`config.mk`:
```
export PLATFORM = sky130hd
export DESIGN_NAME = dovg_regs
export DESIGN_NICKNAME = d
export VERILOG_FILES = /design/src/dovg_pkg.sv /design/src/dovg_dis_if.sv /design/src/dovg_field_reg.sv /design/src/dovg_discharge_seq.sv /design/src/dovg_regs.sv
export SDC_FILE = /design/constraint.sdc
export NUM_CORES = 1
export LEC_CHECK = 0
export BUFFER_PORTS_ARGS = -buffer_cell sky130_fd_sc_hd__buf_2
export CORE_ASPECT_RATIO = 0.8
export CORE_MARGIN = 1
export CORE_UTILIZATION = 51
export DETAILED_ROUTE_END_ITERATION = 6
export PLACE_DENSITY = 0.86
export SKIP_CTS_REPAIR_TIMING = 1
export SLEW_MARGIN = 20
export SYNTH_ARGS = -nofsm -noshare
export SYNTH_HDL_FRONTEND = slang
export SYNTH_SLANG_ARGS = --single-unit
```
`constraint.sdc`:
```
create_clock -name clk_i -period 5.5 [get_ports clk_i]
set_clock_uncertainty 0.15 [all_clocks]
set_input_delay 0 -clock clk_i [delete_from_list [all_inputs] [get_ports clk_i]]
set_output_delay 0 -clock clk_i [all_outputs]
set_load 0.05 [all_outputs]
```
`src/dovg_pkg.sv`:
```
/*
 * Shared constants and types for the discharge, overvoltage and gate configuration bank.
 * Assumes an 8-bit register port driven by the device's serial protocol engine.
 */
package dovg_pkg;

    // ------------------------------------------------------------
    // register map
    // ------------------------------------------------------------
    localparam int unsigned NUM_REGS = 3;
    localparam int unsigned RAMP_IDX = 0;
    localparam int unsigned OVP_IDX  = 1;
    localparam int unsigned PWR_IDX  = 2;

    localparam logic [7:0] RAMP_DIS_OFS = 8'hD2;
    localparam logic [7:0] OVP_THR_OFS  = 8'hD5;
    localparam logic [7:0] PWR_STG_OFS  = 8'hD6;

    localparam logic [7:0] REG_OFS  [NUM_REGS] = '{8'hD2, 8'hD5, 8'hD6};
    localparam logic [7:0] REG_RST  [NUM_REGS] = '{8'h7A, 8'h3F, 8'h15};
    // writable bits; the rest are unimplemented and read zero
    localparam logic [7:0] REG_MASK [NUM_REGS] = '{8'h7F, 8'h3F, 8'hFF};
    localparam logic [7:0] RDATA_NONE          = 8'h00;

    // ------------------------------------------------------------
    // field positions
    // ------------------------------------------------------------
    localparam int unsigned ACT_RAMP_BIT = 6;
    localparam int unsigned SLEW_LSB     = 4;
    localparam int unsigned DIS_CUR_LSB  = 2;
    localparam int unsigned DIS_CONV_BIT = 1;
    localparam int unsigned DIS_THR_BIT  = 0;
    localparam int unsigned OVP_LSB      = 0;
    localparam int unsigned OVP_W        = 6;
    localparam int unsigned SYNC_LSB     = 6;
    localparam int unsigned CONST_DT_BIT = 5;
    localparam int unsigned DT_SCALE_BIT = 4;
    localparam int unsigned MIN_DT_LSB   = 2;
    localparam int unsigned MIN_TIME_LSB = 0;

    // ------------------------------------------------------------
    // decode tables
    // ------------------------------------------------------------
    // slew in uV/us: 40000, 20000, 1000, 500
    localparam logic [15:0] SLEW_UV_TBL [4] = '{16'h9C40, 16'h4E20, 16'h03E8, 16'h01F4};
    // discharge current in mA: 25, 50, 75, 75
    localparam logic [6:0]  DIS_MA_TBL  [4] = '{7'h19, 7'h32, 7'h4B, 7'h4B};
    // minimum dead time at 2 MHz in ns: 10, 20, 40, 60
    localparam logic [5:0]  DT_NS_TBL   [4] = '{6'h0A, 6'h14, 6'h28, 6'h3C};
    // min on/off time scale in quarters: 0.75, 1, 1.25, 1.5
    localparam logic [2:0]  MINT_Q4_TBL [4] = '{3'h3, 3'h4, 3'h5, 3'h6};

    // overvoltage limit: 4.0 V + 0.5 V steps to 16 V, then 1 V steps
    localparam logic [15:0] OVP_BASE_MV   = 16'h0FA0;
    localparam logic [15:0] OVP_FINE_MV   = 16'h01F4;
    localparam logic [5:0]  OVP_KNEE_CODE = 6'h18;
    localparam logic [15:0] OVP_KNEE_MV   = 16'h3E80;
    localparam logic [15:0] OVP_COARSE_MV = 16'h03E8;
    localparam logic [15:0] OVP_MAX_MV    = 16'hD6D8;

    typedef enum logic [1:0] {
        SYNC_IN_RISE,
        SYNC_IN_FALL,
        SYNC_OUT_RISE,
        SYNC_OUT_FALL
    } dovg_sync_role_t;

    typedef enum logic {
        DIS_IDLE,
        DIS_RUN
    } dovg_dis_state_t;

endpackage : dovg_pkg

```
`src/dovg_dis_if.sv`:
```
/*
 * Carrier for the discharge selects between the bank and its discharge sequencer.
 * Assumes both ends sit in the same clock domain.
 */
interface dovg_dis_if;
    logic       act_ramp_en;
    logic       conv_sel;
    logic       thr_sel;
    logic       run;

    modport cfg (output act_ramp_en, output conv_sel, output thr_sel, input run);
    modport ctl (input act_ramp_en, input conv_sel, input thr_sel, output run);
endinterface : dovg_dis_if

```
`src/dovg_field_reg.sv`:
```
/*
 * One 8-bit configuration register with a write mask and a reset value.
 * Assumes write strobes are already decoded to this register.
 */
module dovg_field_reg #(
    parameter logic [7:0] RST_VAL = 8'h00,
    parameter logic [7:0] WR_MASK = 8'hFF
) (
    input  wire logic       clk_i,
    input  wire logic       rst_b_i,
    input  wire logic       wr_en_i,
    input  wire logic [7:0] wdata_i,
    output logic      [7:0] q_o
);
    always_ff @(posedge clk_i or negedge rst_b_i) begin
        if (!rst_b_i) begin
            q_o <= RST_VAL & WR_MASK;
        end else if (wr_en_i) begin
            // masked bits never store, so they always read back zero
            q_o <= wdata_i & WR_MASK;
        end
    end
endmodule : dovg_field_reg

```
`src/dovg_discharge_seq.sv`:
```
/*
 * Output discharge sequencer: decides when the discharge path runs.
 * Assumes converter enable and forced discharge come from bits held elsewhere.
 */
module dovg_discharge_seq
    import dovg_pkg::*;
(
    input  wire logic clk_i,
    input  wire logic rst_b_i,
    dovg_dis_if.ctl   dis,
    input  wire logic converter_enable_i,
    input  wire logic forced_output_discharge_i,
    input  wire logic ramp_down_req_i,
    input  wire logic output_above_threshold_i
);
    dovg_dis_state_t state_q;
    dovg_dis_state_t state_d;
    logic            req;
    logic            hold;

    always_comb begin
        req = forced_output_discharge_i
            | (dis.conv_sel & ~converter_enable_i)
            | (dis.act_ramp_en & ramp_down_req_i);
        // keep going while the output is still above the stop level
        hold = dis.thr_sel & output_above_threshold_i;
        case (state_q)
            DIS_IDLE: state_d = req ? DIS_RUN : DIS_IDLE;
            DIS_RUN:  state_d = (req | hold) ? DIS_RUN : DIS_IDLE;
            default:  state_d = DIS_IDLE;
        endcase
    end

    always_ff @(posedge clk_i or negedge rst_b_i) begin
        if (!rst_b_i) begin
            state_q <= DIS_IDLE;
        end else begin
            state_q <= state_d;
        end
    end

    assign dis.run = (state_q == DIS_RUN);
endmodule : dovg_discharge_seq

```
`src/dovg_regs.sv`:
```
/*
 * Discharge, second overvoltage and power stage configuration bank with decoded
 * static outputs to the analog circuits and the discharge sequencer.
 * Assumes the serial protocol engine presents one-cycle read and write strobes
 * with an 8-bit register address, synchronous to clk_i.
 */
// How it works
// - unimplemented bits drop written data and always read back zero
// - active down ramp enable lets discharge pull output down, resets to one
// - two-bit slew select shared by rising and falling changes, resets to three
// - two-bit discharge current select, codes two and three both fast
// - discharge follows converter enable when this select is set, resets one
// - discharge keeps running until output reaches stop threshold, resets zero
// - ramp and discharge register sits at D2 and resets to 7A
// - threshold codes up to 18 step half volt from four volts
// - threshold codes 18 to 3F step one volt up to 55 volts
// - overvoltage threshold register sits at D5 and resets to 3F
// - two-bit sync role: input rising, input falling, output rising, output falling
// - constant dead time bit removes frequency dependence, resets to zero
// - dead time frequency scaling enable about 2 MHz, resets to one
// - minimum dead time select 10, 20, 40 or 60 ns
// - minimum on/off time scale 0.75, 1, 1.25 or 1.5 times
// - power stage register sits at D6 and resets to 15
// - converter enable is an outside bit that turns the stage on
// - outside forced discharge bit starts the discharge directly
module dovg_regs
    import dovg_pkg::*;
(
    input  wire logic        clk_i,
    input  wire logic        rst_b_i,
    input  wire logic [7:0]  reg_addr_i,
    input  wire logic [7:0]  reg_wdata_i,
    input  wire logic        reg_wr_i,
    input  wire logic        reg_rd_i,
    output logic      [7:0]  reg_rdata_o,
    input  wire logic        converter_enable_i,
    input  wire logic        forced_output_discharge_i,
    input  wire logic        ramp_down_req_i,
    input  wire logic        output_above_threshold_i,
    output logic             active_down_ramp_enable_o,
    output logic      [1:0]  output_slew_select_o,
    output logic      [15:0] slew_uv_per_us_o,
    output logic      [1:0]  discharge_current_select_o,
    output logic      [6:0]  discharge_current_ma_o,
    output logic             discharge_with_converter_select_o,
    output logic             discharge_to_threshold_select_o,
    output logic             discharge_on_o,
    output logic      [5:0]  second_overvoltage_code_o,
    output logic      [15:0] second_overvoltage_limit_mv_o,
    output logic      [1:0]  sync_role_o,
    output logic             sync_drive_o,
    output logic             sync_falling_o,
    output logic             const_dead_time_o,
    output logic             dead_time_scaling_enable_o,
    output logic      [1:0]  minimum_dead_time_select_o,
    output logic      [5:0]  minimum_dead_time_ns_o,
    output logic      [1:0]  min_on_off_time_scale_o,
    output logic      [2:0]  min_on_off_time_q4_o
);

    // ------------------------------------------------------------
    // address decode
    // ------------------------------------------------------------
    function automatic logic [NUM_REGS-1:0] reg_hit(input logic [7:0] addr);
        logic [NUM_REGS-1:0] hit;
        hit = '0;
        for (int i = 0; i < NUM_REGS; i++) begin
            hit[i] = (addr == REG_OFS[i]);
        end
        return hit;
    endfunction : reg_hit

    logic [NUM_REGS-1:0] wr_hit;
    logic [NUM_REGS-1:0] rd_hit;
    logic [7:0]          regs_q [NUM_REGS];
    logic [7:0]          rd_mux;

    assign wr_hit = reg_wr_i ? reg_hit(reg_addr_i) : '0;
    assign rd_hit = reg_hit(reg_addr_i);

    // ------------------------------------------------------------
    // register storage
    // ------------------------------------------------------------
    for (genvar g = 0; g < NUM_REGS; g++) begin : g_reg
        dovg_field_reg #(
            .RST_VAL (REG_RST[g]),
            .WR_MASK (REG_MASK[g])
        ) u_reg (
            .clk_i   (clk_i),
            .rst_b_i (rst_b_i),
            .wr_en_i (wr_hit[g]),
            .wdata_i (reg_wdata_i),
            .q_o     (regs_q[g])
        );
    end

    // ------------------------------------------------------------
    // read path
    // ------------------------------------------------------------
    always_comb begin
        rd_mux = RDATA_NONE;
        for (int i = 0; i < NUM_REGS; i++) begin
            if (rd_hit[i]) begin
                rd_mux = regs_q[i];
            end
        end
    end

    // read data holds until the next read; a same-cycle write shows afterwards
    always_ff @(posedge clk_i or negedge rst_b_i) begin
        if (!rst_b_i) begin
            reg_rdata_o <= RDATA_NONE;
        end else if (reg_rd_i) begin
            reg_rdata_o <= rd_mux;
        end
    end

    // ------------------------------------------------------------
    // raw field outputs
    // ------------------------------------------------------------
    assign active_down_ramp_enable_o         = regs_q[RAMP_IDX][ACT_RAMP_BIT];
    assign output_slew_select_o              = regs_q[RAMP_IDX][SLEW_LSB +: 2];
    assign discharge_current_select_o        = regs_q[RAMP_IDX][DIS_CUR_LSB +: 2];
    assign discharge_with_converter_select_o = regs_q[RAMP_IDX][DIS_CONV_BIT];
    assign discharge_to_threshold_select_o   = regs_q[RAMP_IDX][DIS_THR_BIT];
    assign second_overvoltage_code_o         = regs_q[OVP_IDX][OVP_LSB +: OVP_W];
    assign sync_role_o                       = regs_q[PWR_IDX][SYNC_LSB +: 2];
    assign sync_drive_o                      = regs_q[PWR_IDX][SYNC_LSB + 1];
    assign sync_falling_o                    = regs_q[PWR_IDX][SYNC_LSB];
    assign const_dead_time_o                 = regs_q[PWR_IDX][CONST_DT_BIT];
    assign dead_time_scaling_enable_o        = regs_q[PWR_IDX][DT_SCALE_BIT];
    assign minimum_dead_time_select_o        = regs_q[PWR_IDX][MIN_DT_LSB +: 2];
    assign min_on_off_time_scale_o           = regs_q[PWR_IDX][MIN_TIME_LSB +: 2];

    // ------------------------------------------------------------
    // decoded values, one flop behind the field
    // ------------------------------------------------------------
    logic [15:0] ovp_mv_d;
    logic [5:0]  ovp_code;

    always_comb begin
        ovp_code = second_overvoltage_code_o;
        if (ovp_code <= OVP_KNEE_CODE) begin
            ovp_mv_d = 16'(OVP_BASE_MV + 16'(ovp_code) * OVP_FINE_MV);
        end else begin
            ovp_mv_d = 16'(OVP_KNEE_MV
                     + 16'(ovp_code - OVP_KNEE_CODE) * OVP_COARSE_MV);
        end
    end

    // registered so the analog side sees glitch-free words
    always_ff @(posedge clk_i or negedge rst_b_i) begin
        if (!rst_b_i) begin
            second_overvoltage_limit_mv_o <= OVP_MAX_MV;
        end else begin
            second_overvoltage_limit_mv_o <= ovp_mv_d;
        end
    end

    always_ff @(posedge clk_i or negedge rst_b_i) begin
        if (!rst_b_i) begin
            slew_uv_per_us_o       <= SLEW_UV_TBL[REG_RST[RAMP_IDX][SLEW_LSB +: 2]];
            discharge_current_ma_o <= DIS_MA_TBL[REG_RST[RAMP_IDX][DIS_CUR_LSB +: 2]];
            minimum_dead_time_ns_o <= DT_NS_TBL[REG_RST[PWR_IDX][MIN_DT_LSB +: 2]];
            min_on_off_time_q4_o   <= MINT_Q4_TBL[REG_RST[PWR_IDX][MIN_TIME_LSB +: 2]];
        end else begin
            slew_uv_per_us_o       <= SLEW_UV_TBL[output_slew_select_o];
            discharge_current_ma_o <= DIS_MA_TBL[discharge_current_select_o];
            minimum_dead_time_ns_o <= DT_NS_TBL[minimum_dead_time_select_o];
            min_on_off_time_q4_o   <= MINT_Q4_TBL[min_on_off_time_scale_o];
        end
    end

    // ------------------------------------------------------------
    // discharge sequencer
    // ------------------------------------------------------------
    dovg_dis_if dis_if ();

    assign dis_if.act_ramp_en = active_down_ramp_enable_o;
    assign dis_if.conv_sel    = discharge_with_converter_select_o;
    assign dis_if.thr_sel     = discharge_to_threshold_select_o;
    assign discharge_on_o     = dis_if.run;

    dovg_discharge_seq u_dis (
        .clk_i                     (clk_i),
        .rst_b_i                   (rst_b_i),
        .dis                       (dis_if.ctl),
        .converter_enable_i        (converter_enable_i),
        .forced_output_discharge_i (forced_output_discharge_i),
        .ramp_down_req_i           (ramp_down_req_i),
        .output_above_threshold_i  (output_above_threshold_i)
    );

    // ------------------------------------------------------------
    // checks
    // ------------------------------------------------------------
    logic seen_q;

    always_ff @(posedge clk_i or negedge rst_b_i) begin
        if (!rst_b_i) begin
            seen_q <= 1'b0;
        end else begin
            seen_q <= 1'b1;
        end
    end
endmodule : dovg_regs

```
==> results of run 1 <==
[cell families (layout without fill, tap and decap cells)]
kind of cell | Yosys count | count (layout) | synth area share, %
buffers and inverters | 104 | 214 | 8.96
adder cells (fa/ha/maj) | 92 | 92 | 27.4
AND/OR/NAND/NOR | 87 | 87 | 9.11
AO/OA/AOI/OAI | 68 | 68 | 9.51
flip-flops | 65 | 65 | 33.2
XOR/XNOR | 37 | 37 | 6.75
multiplexers | 23 | 23 | 5.03
other | 1 | 7 | 0.0746
[Yosys cell counts, drive strengths merged (5+ instances only)]
cell	count
o21ai	22
dfstp	32
a21oi	18
a222oi	6
clkbuf	5
xnor2	23
dfrtp	33
ha	62
mux2	18
mux2i	5
xor2	14
nand2	22
nor3	7
nand3	7
and2	5
fa	30
nor2	27
buf	18
inv	81
[cell type report]
class | instances | area share, %
multi-input cells | 314 | 48.6
flip-flops and latches | 65 | 27.6
repair buffers | 117 | 11.2
inverters | 81 | 5.04
clock buffers | 9 | 3.73
well taps | 119 | 2.47
clock inverters | 7 | 1.31
[through the flow]
step / hold slack [ns] / instance area, sq um / cells / worst slack, ns
after global placement: 0.0443 / 5560 / 679 / 0.375
after global routing: 0.0421 / 6030 / 712 / 0.0622
after floorplan: -0.446 / 5050 / 483 / 0.220
after CTS: -0.290 / 5860 / 695 / 0.206
after detailed placement: 0.0652 / 5560 / 679 / 0.244
final: 0.0105 / 6030 / 712 / 0.376
[registers in the layout, summed over array words and instances (netlist names)]
register,count
slew_uv_per_us_o,9
u_dis.dis.run,1
second_overvoltage_limit_mv_o,14
reg_rdata_o,8
min_on_off_time_q4_o,3
minimum_dead_time_ns_o,4
g.u_reg.q_o,21
discharge_current_ma_o,5
[layer usage]
metal	wire (um)	GRT usage (%)
met5	0	0
met4	443	7.24
met3	860	5.30
met2	5900	38.8
met1	4790	28.6
[worst paths after layout]
kind	depth (start not counted)	endpoint	slack, ns
min	3	g_reg[0].u_reg.q_o[2]	0.01
max in group asynchronous	3	g_reg[2].u_reg.q_o[5]	4.44
max reg2reg	20	second_overvoltage_limit_mv_o[15]	0.38
min reg2reg	0	minimum_dead_time_ns_o[4]	0.25
max	20	second_overvoltage_limit_mv_o[15]	0.38
min in group asynchronous	3	slew_uv_per_us_o[9]	0.24
[worst reg2reg max path: cells and delay by family (launching register included)]
family	cells	cell delay, ns
fa+ha+maj	7	2.73
flops	1	0.62
compound gates	3	0.62
simple gates	4	0.58
buf+inv	6	0.37
==> impl_metrics.env, run 1 <==
export IMPL_yosysWarnings=0
export IMPL_critical_path_reg2reg_startpoint="g_reg[1].u_reg.q_o[3]"
export IMPL_synth_cell_area_sq_um=5020
export IMPL_crit_buf_inv=6
export IMPL_timing_hold_violations_final=0
export IMPL_number_of_filler_instances_in_the_final_layout=687
export IMPL_final_min_clock_period_ns=5.12
export IMPL_share_of_the_clock_period_used_by_the_worst_path_pct=93.2
export IMPL_post_synth_top_area_fraction_pct=16.7
export IMPL_synthFlopType="sky130_fd_sc_hd__dfrtp_1"
export IMPL_largest_stage_delay_worst_path_ns=0.62
export IMPL_critical_path_required_ns=5.63
export IMPL_critical_path_top_delay_family="adder cells"
export IMPL_chip_width_um=113
export IMPL_drt_pre_antenna_iters=6
export IMPL_grt_setup_unrepaired="false"
export IMPL_synth_largest_area_cell="sky130_fd_sc_hd__dfstp_2"
export IMPL_antenna_violations_before_repair=0
export IMPL_synth_enable_flop_cells=0
export IMPL_die_h_um=90.8
export IMPL_routed_wire_length_per_instance_um=16.9
export IMPL_first_global_vias=3678
export IMPL_globalRouteOverflowTotal=0
export IMPL_drtIter0Drc=235
export IMPL_totalNegativeSetupSlack_ns=0
export IMPL_wire_length_reported_by_the_detailed_router_um=12000
export IMPL_clock_path_buffers=2
export IMPL_layout_commonest_cell="sky130_fd_sc_hd__buf_2"
export IMPL_cp_startpoint="g_reg[1].u_reg.q_o[3]"
export IMPL_routability_congestion=0.906
export IMPL_dpl_hpwl_um=8590
export IMPL_finalMaxSlewViolations=0
export IMPL_critical_path_max_fanout=8
export IMPL_ant_nets=0
export IMPL_max_cap_violations=0
export IMPL_vias_per_cell=5.52
export IMPL_n_antenna_cell=0
export IMPL_crit_chain="ha_1 > inv_1 > ha_1 > inv_1 > ha_1 > inv_1 > fa_1 > inv_1 > fa_1 > inv_1 > fa_1 > inv_1 > ha_1 > and3b_1 > a21oi_1 > nand4b_1 > a21oi_2 > nand3_1 > a211o_1 > nand3_1"
export IMPL_path_clk_slew_ns=0.07
export IMPL_netlist_instances=477
export IMPL_max_freq_mhz=195
export IMPL_outcome="complete, no violations"
export IMPL_timing_slew_headroom_pct=46.8
export IMPL_tritoncts="built"
export IMPL_cts_root_buffer="sky130_fd_sc_hd__clkbuf_16"
export IMPL_netlist_top_cells_area="sky130_fd_sc_hd__dfstp_2 (17%), sky130_fd_sc_hd__dfrtp_1 (16%), sky130_fd_sc_hd__ha_1 (15%)"
export IMPL_synth_lib_cells_used_distinct=56
export IMPL_post_route_drc_count=0
export IMPL_worstSetupStartpointType="flip-flop"
export IMPL_timing_setup_critical_path_class="reg2reg"
export IMPL_setup_worst_path_end_class="flip-flop"
export IMPL_vias=3931
export IMPL_drive_above_1_share_pct=30.4
export IMPL_worst_path_most_repeated_cell="sky130_fd_sc_hd__inv_1"
export IMPL_tritoncts_num_buffers=9
export IMPL_syn_avg_cell_area_sq_um=10.5
export IMPL_worst_ep_arrival_time_ns=5.25
export IMPL_crit_path_top_delay_cell="sky130_fd_sc_hd__dfstp_2"
export IMPL_most_common_layout_cells="sky130_fd_sc_hd__buf_2 (96), sky130_fd_sc_hd__inv_1 (80), sky130_fd_sc_hd__ha_1 (62)"
export IMPL_placement_io_buffers=96
export IMPL_nNetsFinal=704
export IMPL_hold_path_startpoint="reg_wr_i"
export IMPL_grt_use_total_pct=22.8
export IMPL_post_route_util_pct=62.8
export IMPL_placementRows=32
export IMPL_h_tree_depth=3
export IMPL_sequential_cell_area_sq_um=1670
export IMPL_multi_input_comb_area_sq_um=2930
export IMPL_area_growth_pct=20.1
export IMPL_setup_viol_count_final=0
export IMPL_core_sq_um=9610
export IMPL_yosysSeqAreaShare_pct=33.2
export IMPL_grt_first_pass_wirelength_um=18000
export IMPL_synth_ff_latch_count=65
export IMPL_timing_worst_slew_pin_value_ns=0.792
export IMPL_num_io_pins=104
export IMPL_floorplan_initialDensity_pct=52.3
export IMPL_synth_async_sr_flop_share_pct=100
export IMPL_die_area_sq_um=10300
export IMPL_worst_skew_pair_late_latency_ns=0.33
export IMPL_holdCritPathClass="in2reg"
export IMPL_grt_start_max_net_pins=66
export IMPL_clock_sinks=65
Power of run 1 is not shown: default switching activity piles up to over one toggle a cycle in this logic, so the estimate is an artifact.
==> inputs of run 2 (changes only) <==
==> constraint.sdc (replaced) <==
create_clock -name clk_i -period 6.3 [get_ports clk_i]
set_clock_uncertainty 0.15 [all_clocks]
set_input_delay 0 -clock clk_i [delete_from_list [all_inputs] [get_ports clk_i]]
set_output_delay 0 -clock clk_i [all_outputs]
set_load 0.05 [all_outputs]
==> run 2 against run 1 <==
Effect of this change: non-clock buffer count shrank 3; cell count shrank 0.42%; worst hold slack gained 0.064 ns; critical path depth is the same; sequential cell count is the same; core utilization shrank 0.29 points; wire length grew 7.2%; largest cell class unchanged; critical endpoint unchanged; maximum frequency shrank 5.0%; via count grew 1.8%.
==> impl_metrics.env, run 2 (synthesis results as in run 1) <==
export IMPL_routed_wire_length_per_instance_um=18.1
export IMPL_top_flop_regs="g.u_reg.q_o: 21 flops, second_overvoltage_limit_mv_o: 14 flops, slew_uv_per_us_o: 9 flops"
export IMPL_placementRows=32
export IMPL_finalMaxSlewViolations=0
export IMPL_r2r_end="second_overvoltage_limit_mv_o[15]"
export IMPL_tritoncts="built"
export IMPL_n_antenna_cell=0
export IMPL_timing_setup_critical_path_class="reg2reg"
export IMPL_first_global_vias=3815
export IMPL_layout_commonest_cell="sky130_fd_sc_hd__buf_2"
export IMPL_clock_path_buffers=2
export IMPL_hold_path_end="g_reg[2].u_reg.q_o[6]"
export IMPL_ant_nets=0
export IMPL_nNetsFinal=701
export IMPL_holdCritPathClass="in2reg"
export IMPL_hold_path_depth=3
export IMPL_chip_width_um=113
export IMPL_wire_length_reported_by_the_detailed_router_um=12900
export IMPL_placement_cell_area_sq_um=5550
export IMPL_timing_worst_slew_pin_value_ns=0.800
export IMPL_vias=4002
export IMPL_drt_pre_antenna_iters=5
export IMPL_tritoncts_num_buffers=9
export IMPL_vias_per_cell=5.64
export IMPL_crit_chain="ha_1 > nand2_1 > nand2_1 > inv_2 > ha_1 > inv_1 > fa_1 > inv_1 > fa_1 > inv_1 > fa_1 > inv_1 > ha_1 > nand2_1 > o21ai_0 > o31ai_4 > xor2_2 > nand3_1 > a211o_1 > nand3_1"
export IMPL_final_design_area_no_fill_sq_um=6010
export IMPL_drtIter0Drc=393
export IMPL_setup_viol_count_final=0
export IMPL_largest_stage_delay_worst_path_ns=0.69
export IMPL_worstSetupStartpointType="flip-flop"
export IMPL_critical_path_required_ns=6.42
export IMPL_clock_sinks=65
export IMPL_grt_first_pass_wirelength_um=19500
export IMPL_antenna_violations_before_repair=0
export IMPL_crit_path_top_delay_cell="sky130_fd_sc_hd__dfstp_2"
export IMPL_max_freq_mhz=185
export IMPL_totalNegativeSetupSlack_ns=0
export IMPL_routability_congestion=0.926
export IMPL_area_growth_pct=19.5
export IMPL_max_cap_violations=0
export IMPL_path_clk_slew_ns=0.06
export IMPL_die_area_sq_um=10300
export IMPL_final_cell_count_no_fill=709
export IMPL_grt_setup_unrepaired="false"
export IMPL_floorplan_initialDensity_pct=52.3
export IMPL_grt_use_total_pct=24.5
export IMPL_hold_path_startpoint="reg_wr_i"
export IMPL_num_io_pins=104
export IMPL_final_min_clock_period_ns=5.39
export IMPL_critical_path_max_fanout=11
export IMPL_rrSetupSlack_ns=0.91
export IMPL_critical_path_reg2reg_startpoint="g_reg[1].u_reg.q_o[4]"
export IMPL_largest_register="g.u_reg.q_o"
export IMPL_die_h_um=90.8
export IMPL_share_of_the_clock_period_used_by_the_worst_path_pct=85.6
export IMPL_worst_r2r_path_depth=20
export IMPL_outcome="complete, no violations"
export IMPL_worst_path_most_repeated_cell="sky130_fd_sc_hd__inv_1"
export IMPL_timing_slew_headroom_pct=46.7
export IMPL_h_tree_depth=3
export IMPL_setup_worst_path_end_class="flip-flop"
export IMPL_crit_buf_inv=5
export IMPL_timing_hold_violations_final=0
export IMPL_grt_start_max_net_pins=66
export IMPL_placement_io_buffers=96
export IMPL_post_route_drc_count=0
export IMPL_core_sq_um=9610
export IMPL_worst_skew_pair_late_latency_ns=0.33
export IMPL_post_place_cells=677
export IMPL_largest_register_ffs=21
export IMPL_critical_path_top_delay_family="adder cells"
export IMPL_dpl_hpwl_um=8550
export IMPL_globalRouteOverflowTotal=0
export IMPL_cts_root_buffer="sky130_fd_sc_hd__clkbuf_16"
export IMPL_most_common_layout_cells="sky130_fd_sc_hd__buf_2 (96), sky130_fd_sc_hd__inv_1 (80), sky130_fd_sc_hd__ha_1 (62)"
export IMPL_worst_ep_arrival_time_ns=5.51
export IMPL_drive_above_1_share_pct=29.7
==> run 2: changes by cell type in the layout (fill, tap and decap cells not counted), sizes merged <==
cell,change
buf,-4
clkinvlp,-2
clkinv,+1
dlygate4sd3,+1
inv,+1
==> run 2: how the worst max path moves through the flow <==
stage / slack (ns) / end / from / depth (start not counted)
after floorplan: 1.02 / second_overvoltage_limit_mv_o[15] / g_reg[1].u_reg.q_o[3] / 18
after global placement: 1.05 / second_overvoltage_limit_mv_o[15] / g_reg[1].u_reg.q_o[4] / 20
after detailed placement: 0.93 / second_overvoltage_limit_mv_o[15] / g_reg[1].u_reg.q_o[4] / 20
after CTS: 0.90 / second_overvoltage_limit_mv_o[15] / g_reg[1].u_reg.q_o[4] / 20
after global routing: 0.47 / second_overvoltage_limit_mv_o[15] / g_reg[1].u_reg.q_o[4] / 20
final: 0.91 / second_overvoltage_limit_mv_o[15] / g_reg[1].u_reg.q_o[4] / 20
==> run 2: area by class of cell <==
cell class	instances	area (sq um)
multi-input cells	314	2930
clock inverters	7	75.1
inverters	81	304
well taps	119	149
fillers	696	3600
flip-flops and latches	65	1670
repair buffers	114	656
clock buffers	9	225
==> run 2: through the flow <==
| stage | utilization [%] | setup WS (ns) | hold slack [ns] |
|---|---|---|---|
| 2_1_floorplan | - | 1.02 | -0.446 |
| 3_3_place_gp | 57.7 | 1.05 | 0.0426 |
| 3_5_place_dp | 57.7 | 0.930 | 0.0704 |
| 4_1_cts | 60.8 | 0.902 | -0.276 |
| 5_1_grt | 62.5 | 0.467 | 0.0667 |
| 6_report | 62.5 | 0.906 | 0.0742 |
==> run 2: routing by layer <==
metal | vias up | wire length, um | global-route usage, % | part of all wire, %
met5 | - | 0 | 0 | 0
met4 | 0 | 637 | 10.5 | 5.0
met3 | 61 | 1050 | 6.04 | 8.2
met2 | 224 | 6350 | 40.2 | 49
met1 | 1958 | 4830 | 30.8 | 38
li1 | 1759 | - | - | -
==> run 2: worst reg2reg max path: stages (launching register included) <==
cell and delay [ns]:
sky130_fd_sc_hd__dfstp_2 0.69, sky130_fd_sc_hd__ha_1 0.22, sky130_fd_sc_hd__nand2_1 0.06, sky130_fd_sc_hd__nand2_1 0.29
sky130_fd_sc_hd__inv_2 0.19, sky130_fd_sc_hd__ha_1 0.32, sky130_fd_sc_hd__inv_1 0.07, sky130_fd_sc_hd__fa_1 0.54
sky130_fd_sc_hd__inv_1 0.05, sky130_fd_sc_hd__fa_1 0.49, sky130_fd_sc_hd__inv_1 0.05, sky130_fd_sc_hd__fa_1 0.50
sky130_fd_sc_hd__inv_1 0.04, sky130_fd_sc_hd__ha_1 0.41, sky130_fd_sc_hd__nand2_1 0.07, sky130_fd_sc_hd__o21ai_0 0.36
sky130_fd_sc_hd__o31ai_4 0.14, sky130_fd_sc_hd__xor2_2 0.22, sky130_fd_sc_hd__nand3_1 0.12, sky130_fd_sc_hd__a211o_1 0.30
sky130_fd_sc_hd__nand3_1 0.07
Power of run 2 is left out for the same reason.
==> inputs of run 3 (changes only) <==
--- a/config.mk
+++ b/config.mk
@@ -7,7 +7,7 @@
 export LEC_CHECK = 0
 export BUFFER_PORTS_ARGS = -buffer_cell sky130_fd_sc_hd__buf_2
 export CORE_ASPECT_RATIO = 0.8
-export CORE_MARGIN = 1
+export CORE_MARGIN = 2
 export CORE_UTILIZATION = 51
 export DETAILED_ROUTE_END_ITERATION = 6
 export PLACE_DENSITY = 0.86
==> run 3 against run 2 <==
Effect of this change: the run now ends with design-rule violations left; worst setup slack worse by 0.094 ns; via count down 2.2%; register-to-register slack worse by 0.09 ns; die area increased by 4.0%; critical endpoint unchanged.
==> impl_metrics.env, run 3 (synthesis results as in run 1) <==
export IMPL_grt_setup_unrepaired="false"
export IMPL_wire_length_reported_by_the_detailed_router_um=12500
export IMPL_ant_nets=0
export IMPL_grt_start_max_net_pins=66
export IMPL_h_tree_depth=3
export IMPL_largest_register_ffs=21
export IMPL_place_worst_setup_slack_ns=0.848
export IMPL_globalRouteOverflowTotal=0
export IMPL_worst_skew_pair_late_latency_ns=0.34
export IMPL_timing_worst_slew_pin_value_ns=0.801
export IMPL_top_flop_regs="g.u_reg.q_o: 21 flops, second_overvoltage_limit_mv_o: 14 flops, slew_uv_per_us_o: 9 flops"
export IMPL_grt_use_total_pct=21.9
export IMPL_finalMaxSlewViolations=0
export IMPL_chip_width_um=115
export IMPL_timing_hold_violations_final=0
export IMPL_antenna_violations_before_repair=0
export IMPL_tritoncts_num_buffers=9
export IMPL_largest_register="g.u_reg.q_o"
export IMPL_clock_path_buffers=2
export IMPL_clock_sinks=65
export IMPL_gr_max_usage_layer="met2"
export IMPL_timing_setup_critical_path_class="reg2reg"
export IMPL_outcome="complete, but fails checks"
export IMPL_worst_ep_arrival_time_ns=5.61
export IMPL_first_global_vias=3722
export IMPL_share_of_the_clock_period_used_by_the_worst_path_pct=87.1
export IMPL_worst_r2r_path_depth=20
export IMPL_global_route_usage_met2_pct=34.9
export IMPL_placementRows=32
export IMPL_drt_pre_antenna_iters=7
export IMPL_holdCritPathClass="in2reg"
export IMPL_worst_path_most_repeated_cell="sky130_fd_sc_hd__inv_1"
export IMPL_setup_worst_path_end_class="flip-flop"
export IMPL_vias_per_cell=5.53
export IMPL_post_route_drc_count=7
export IMPL_hold_path_end="reg_rdata_o[6]"
export IMPL_crit_buf_inv=5
export IMPL_cp_startpoint="g_reg[1].u_reg.q_o[4]"
export IMPL_max_freq_mhz=182
export IMPL_dpl_hpwl_um=8540
export IMPL_totalNegativeSetupSlack_ns=0
export IMPL_setup_viol_count_final=0
export IMPL_sequential_cell_area_sq_um=1670
export IMPL_layout_commonest_cell="sky130_fd_sc_hd__buf_2"
export IMPL_tritoncts="built"
export IMPL_rrSetupSlack_ns=0.81
export IMPL_timing_slew_headroom_pct=46.2
export IMPL_use_met1_pct=28.6
export IMPL_fin_worst_setup_slack_ns=0.812
export IMPL_crit_chain="ha_1 > nand2_1 > nand2_1 > inv_2 > ha_1 > inv_1 > fa_1 > inv_1 > fa_1 > inv_1 > fa_1 > inv_1 > ha_1 > nand2_1 > o21ai_0 > o31ai_4 > xor2_2 > nand3_1 > a211o_1 > nand3_1"
export IMPL_grt_first_pass_wirelength_um=18300
export IMPL_violations="design-rule violations"
export IMPL_critical_path_reg2reg_startpoint="g_reg[1].u_reg.q_o[4]"
export IMPL_placement_io_buffers=96
export IMPL_critical_path_top_delay_family="adder cells"
export IMPL_area_growth_pct=19.8
export IMPL_core_sq_um=9610
export IMPL_largest_stage_delay_worst_path_ns=0.71
export IMPL_vias=3912
export IMPL_n_antenna_cell=0
export IMPL_routability_congestion=0.908
export IMPL_path_clk_slew_ns=0.06
export IMPL_r2r_end="second_overvoltage_limit_mv_o[15]"
export IMPL_critical_path_required_ns=6.43
export IMPL_cts_root_buffer="sky130_fd_sc_hd__clkbuf_16"
export IMPL_post_place_cells=677
export IMPL_max_cap_violations=0
export IMPL_post_route_util_pct=62.7
export IMPL_final_cell_count_no_fill=708
export IMPL_drtIter0Drc=367
export IMPL_final_min_clock_period_ns=5.49
export IMPL_global_route_usage_met3_pct=5.04
export IMPL_crit_path_top_delay_cell="sky130_fd_sc_hd__dfstp_2"
export IMPL_number_of_filler_instances_in_the_final_layout=698
export IMPL_critical_path_max_fanout=11
export IMPL_multi_input_comb_area_sq_um=2930
export IMPL_die_h_um=92.8
export IMPL_die_area_sq_um=10700
export IMPL_num_io_pins=104
export IMPL_routed_wire_length_per_instance_um=17.7
export IMPL_most_common_layout_cells="sky130_fd_sc_hd__buf_2 (96), sky130_fd_sc_hd__inv_1 (80), sky130_fd_sc_hd__ha_1 (62)"
export IMPL_worstSetupStartpointType="flip-flop"
export IMPL_hold_path_startpoint="reg_addr_i[2]"
export IMPL_nNetsFinal=700
export IMPL_drive_above_1_share_pct=29.7
export IMPL_hold_path_depth=4
export IMPL_floorplan_initialDensity_pct=52.3
[run 3: cell types whose count changed in the layout (fill, tap and decap cells not counted), sizes merged]
cell	previous run	this run
bufinv	1	2
clkinv	3	2
dlygate4sd3	16	15
[run 3: worst max-delay path by stage]
stage	end	slack [ns]	cells past startpoint
4_1_cts	second_overvoltage_limit_mv_o[15]	0.81	20
6_report	second_overvoltage_limit_mv_o[15]	0.81	20
3_5_place_dp	second_overvoltage_limit_mv_o[15]	0.85	20
3_3_place_gp	second_overvoltage_limit_mv_o[15]	1.04	20
2_1_floorplan	second_overvoltage_limit_mv_o[15]	1.02	18
5_1_grt	second_overvoltage_limit_mv_o[15]	0.46	20
[run 3: per-layer routing]
metal | vias up | routed length, um
met4 | 0 | 526
met5 | - | 0
li1 | 1758 | -
met3 | 57 | 813
met1 | 1914 | 4970
met2 | 183 | 6220
[run 3: final cells by class]
class                      instances  area share [%]
multi-input combinational        314            48.7
sequential                        65            27.7
timing repair buffer             113            10.7
inverter                          81            5.05
clock buffer                       9            3.74
tap                              119            2.47
clock inverter                     7            1.66
[run 3: through the flow]
step,hold slack [ns],instance area [sq um]
floorplan,-0.446,5050
CTS,-0.284,5870
global route,0.0304,6020
global placement,0.0441,5550
finish,0.0121,6020
detailed placement,0.0697,5550
[run 3: worst min-delay path: cells and delay by family]
family	cells	cell delay [ns]
mux	1	0.17
compound gates	1	0.08
simple gates	1	0.07
buf+inv	1	0.12
Power of run 3 is left out for the same reason.
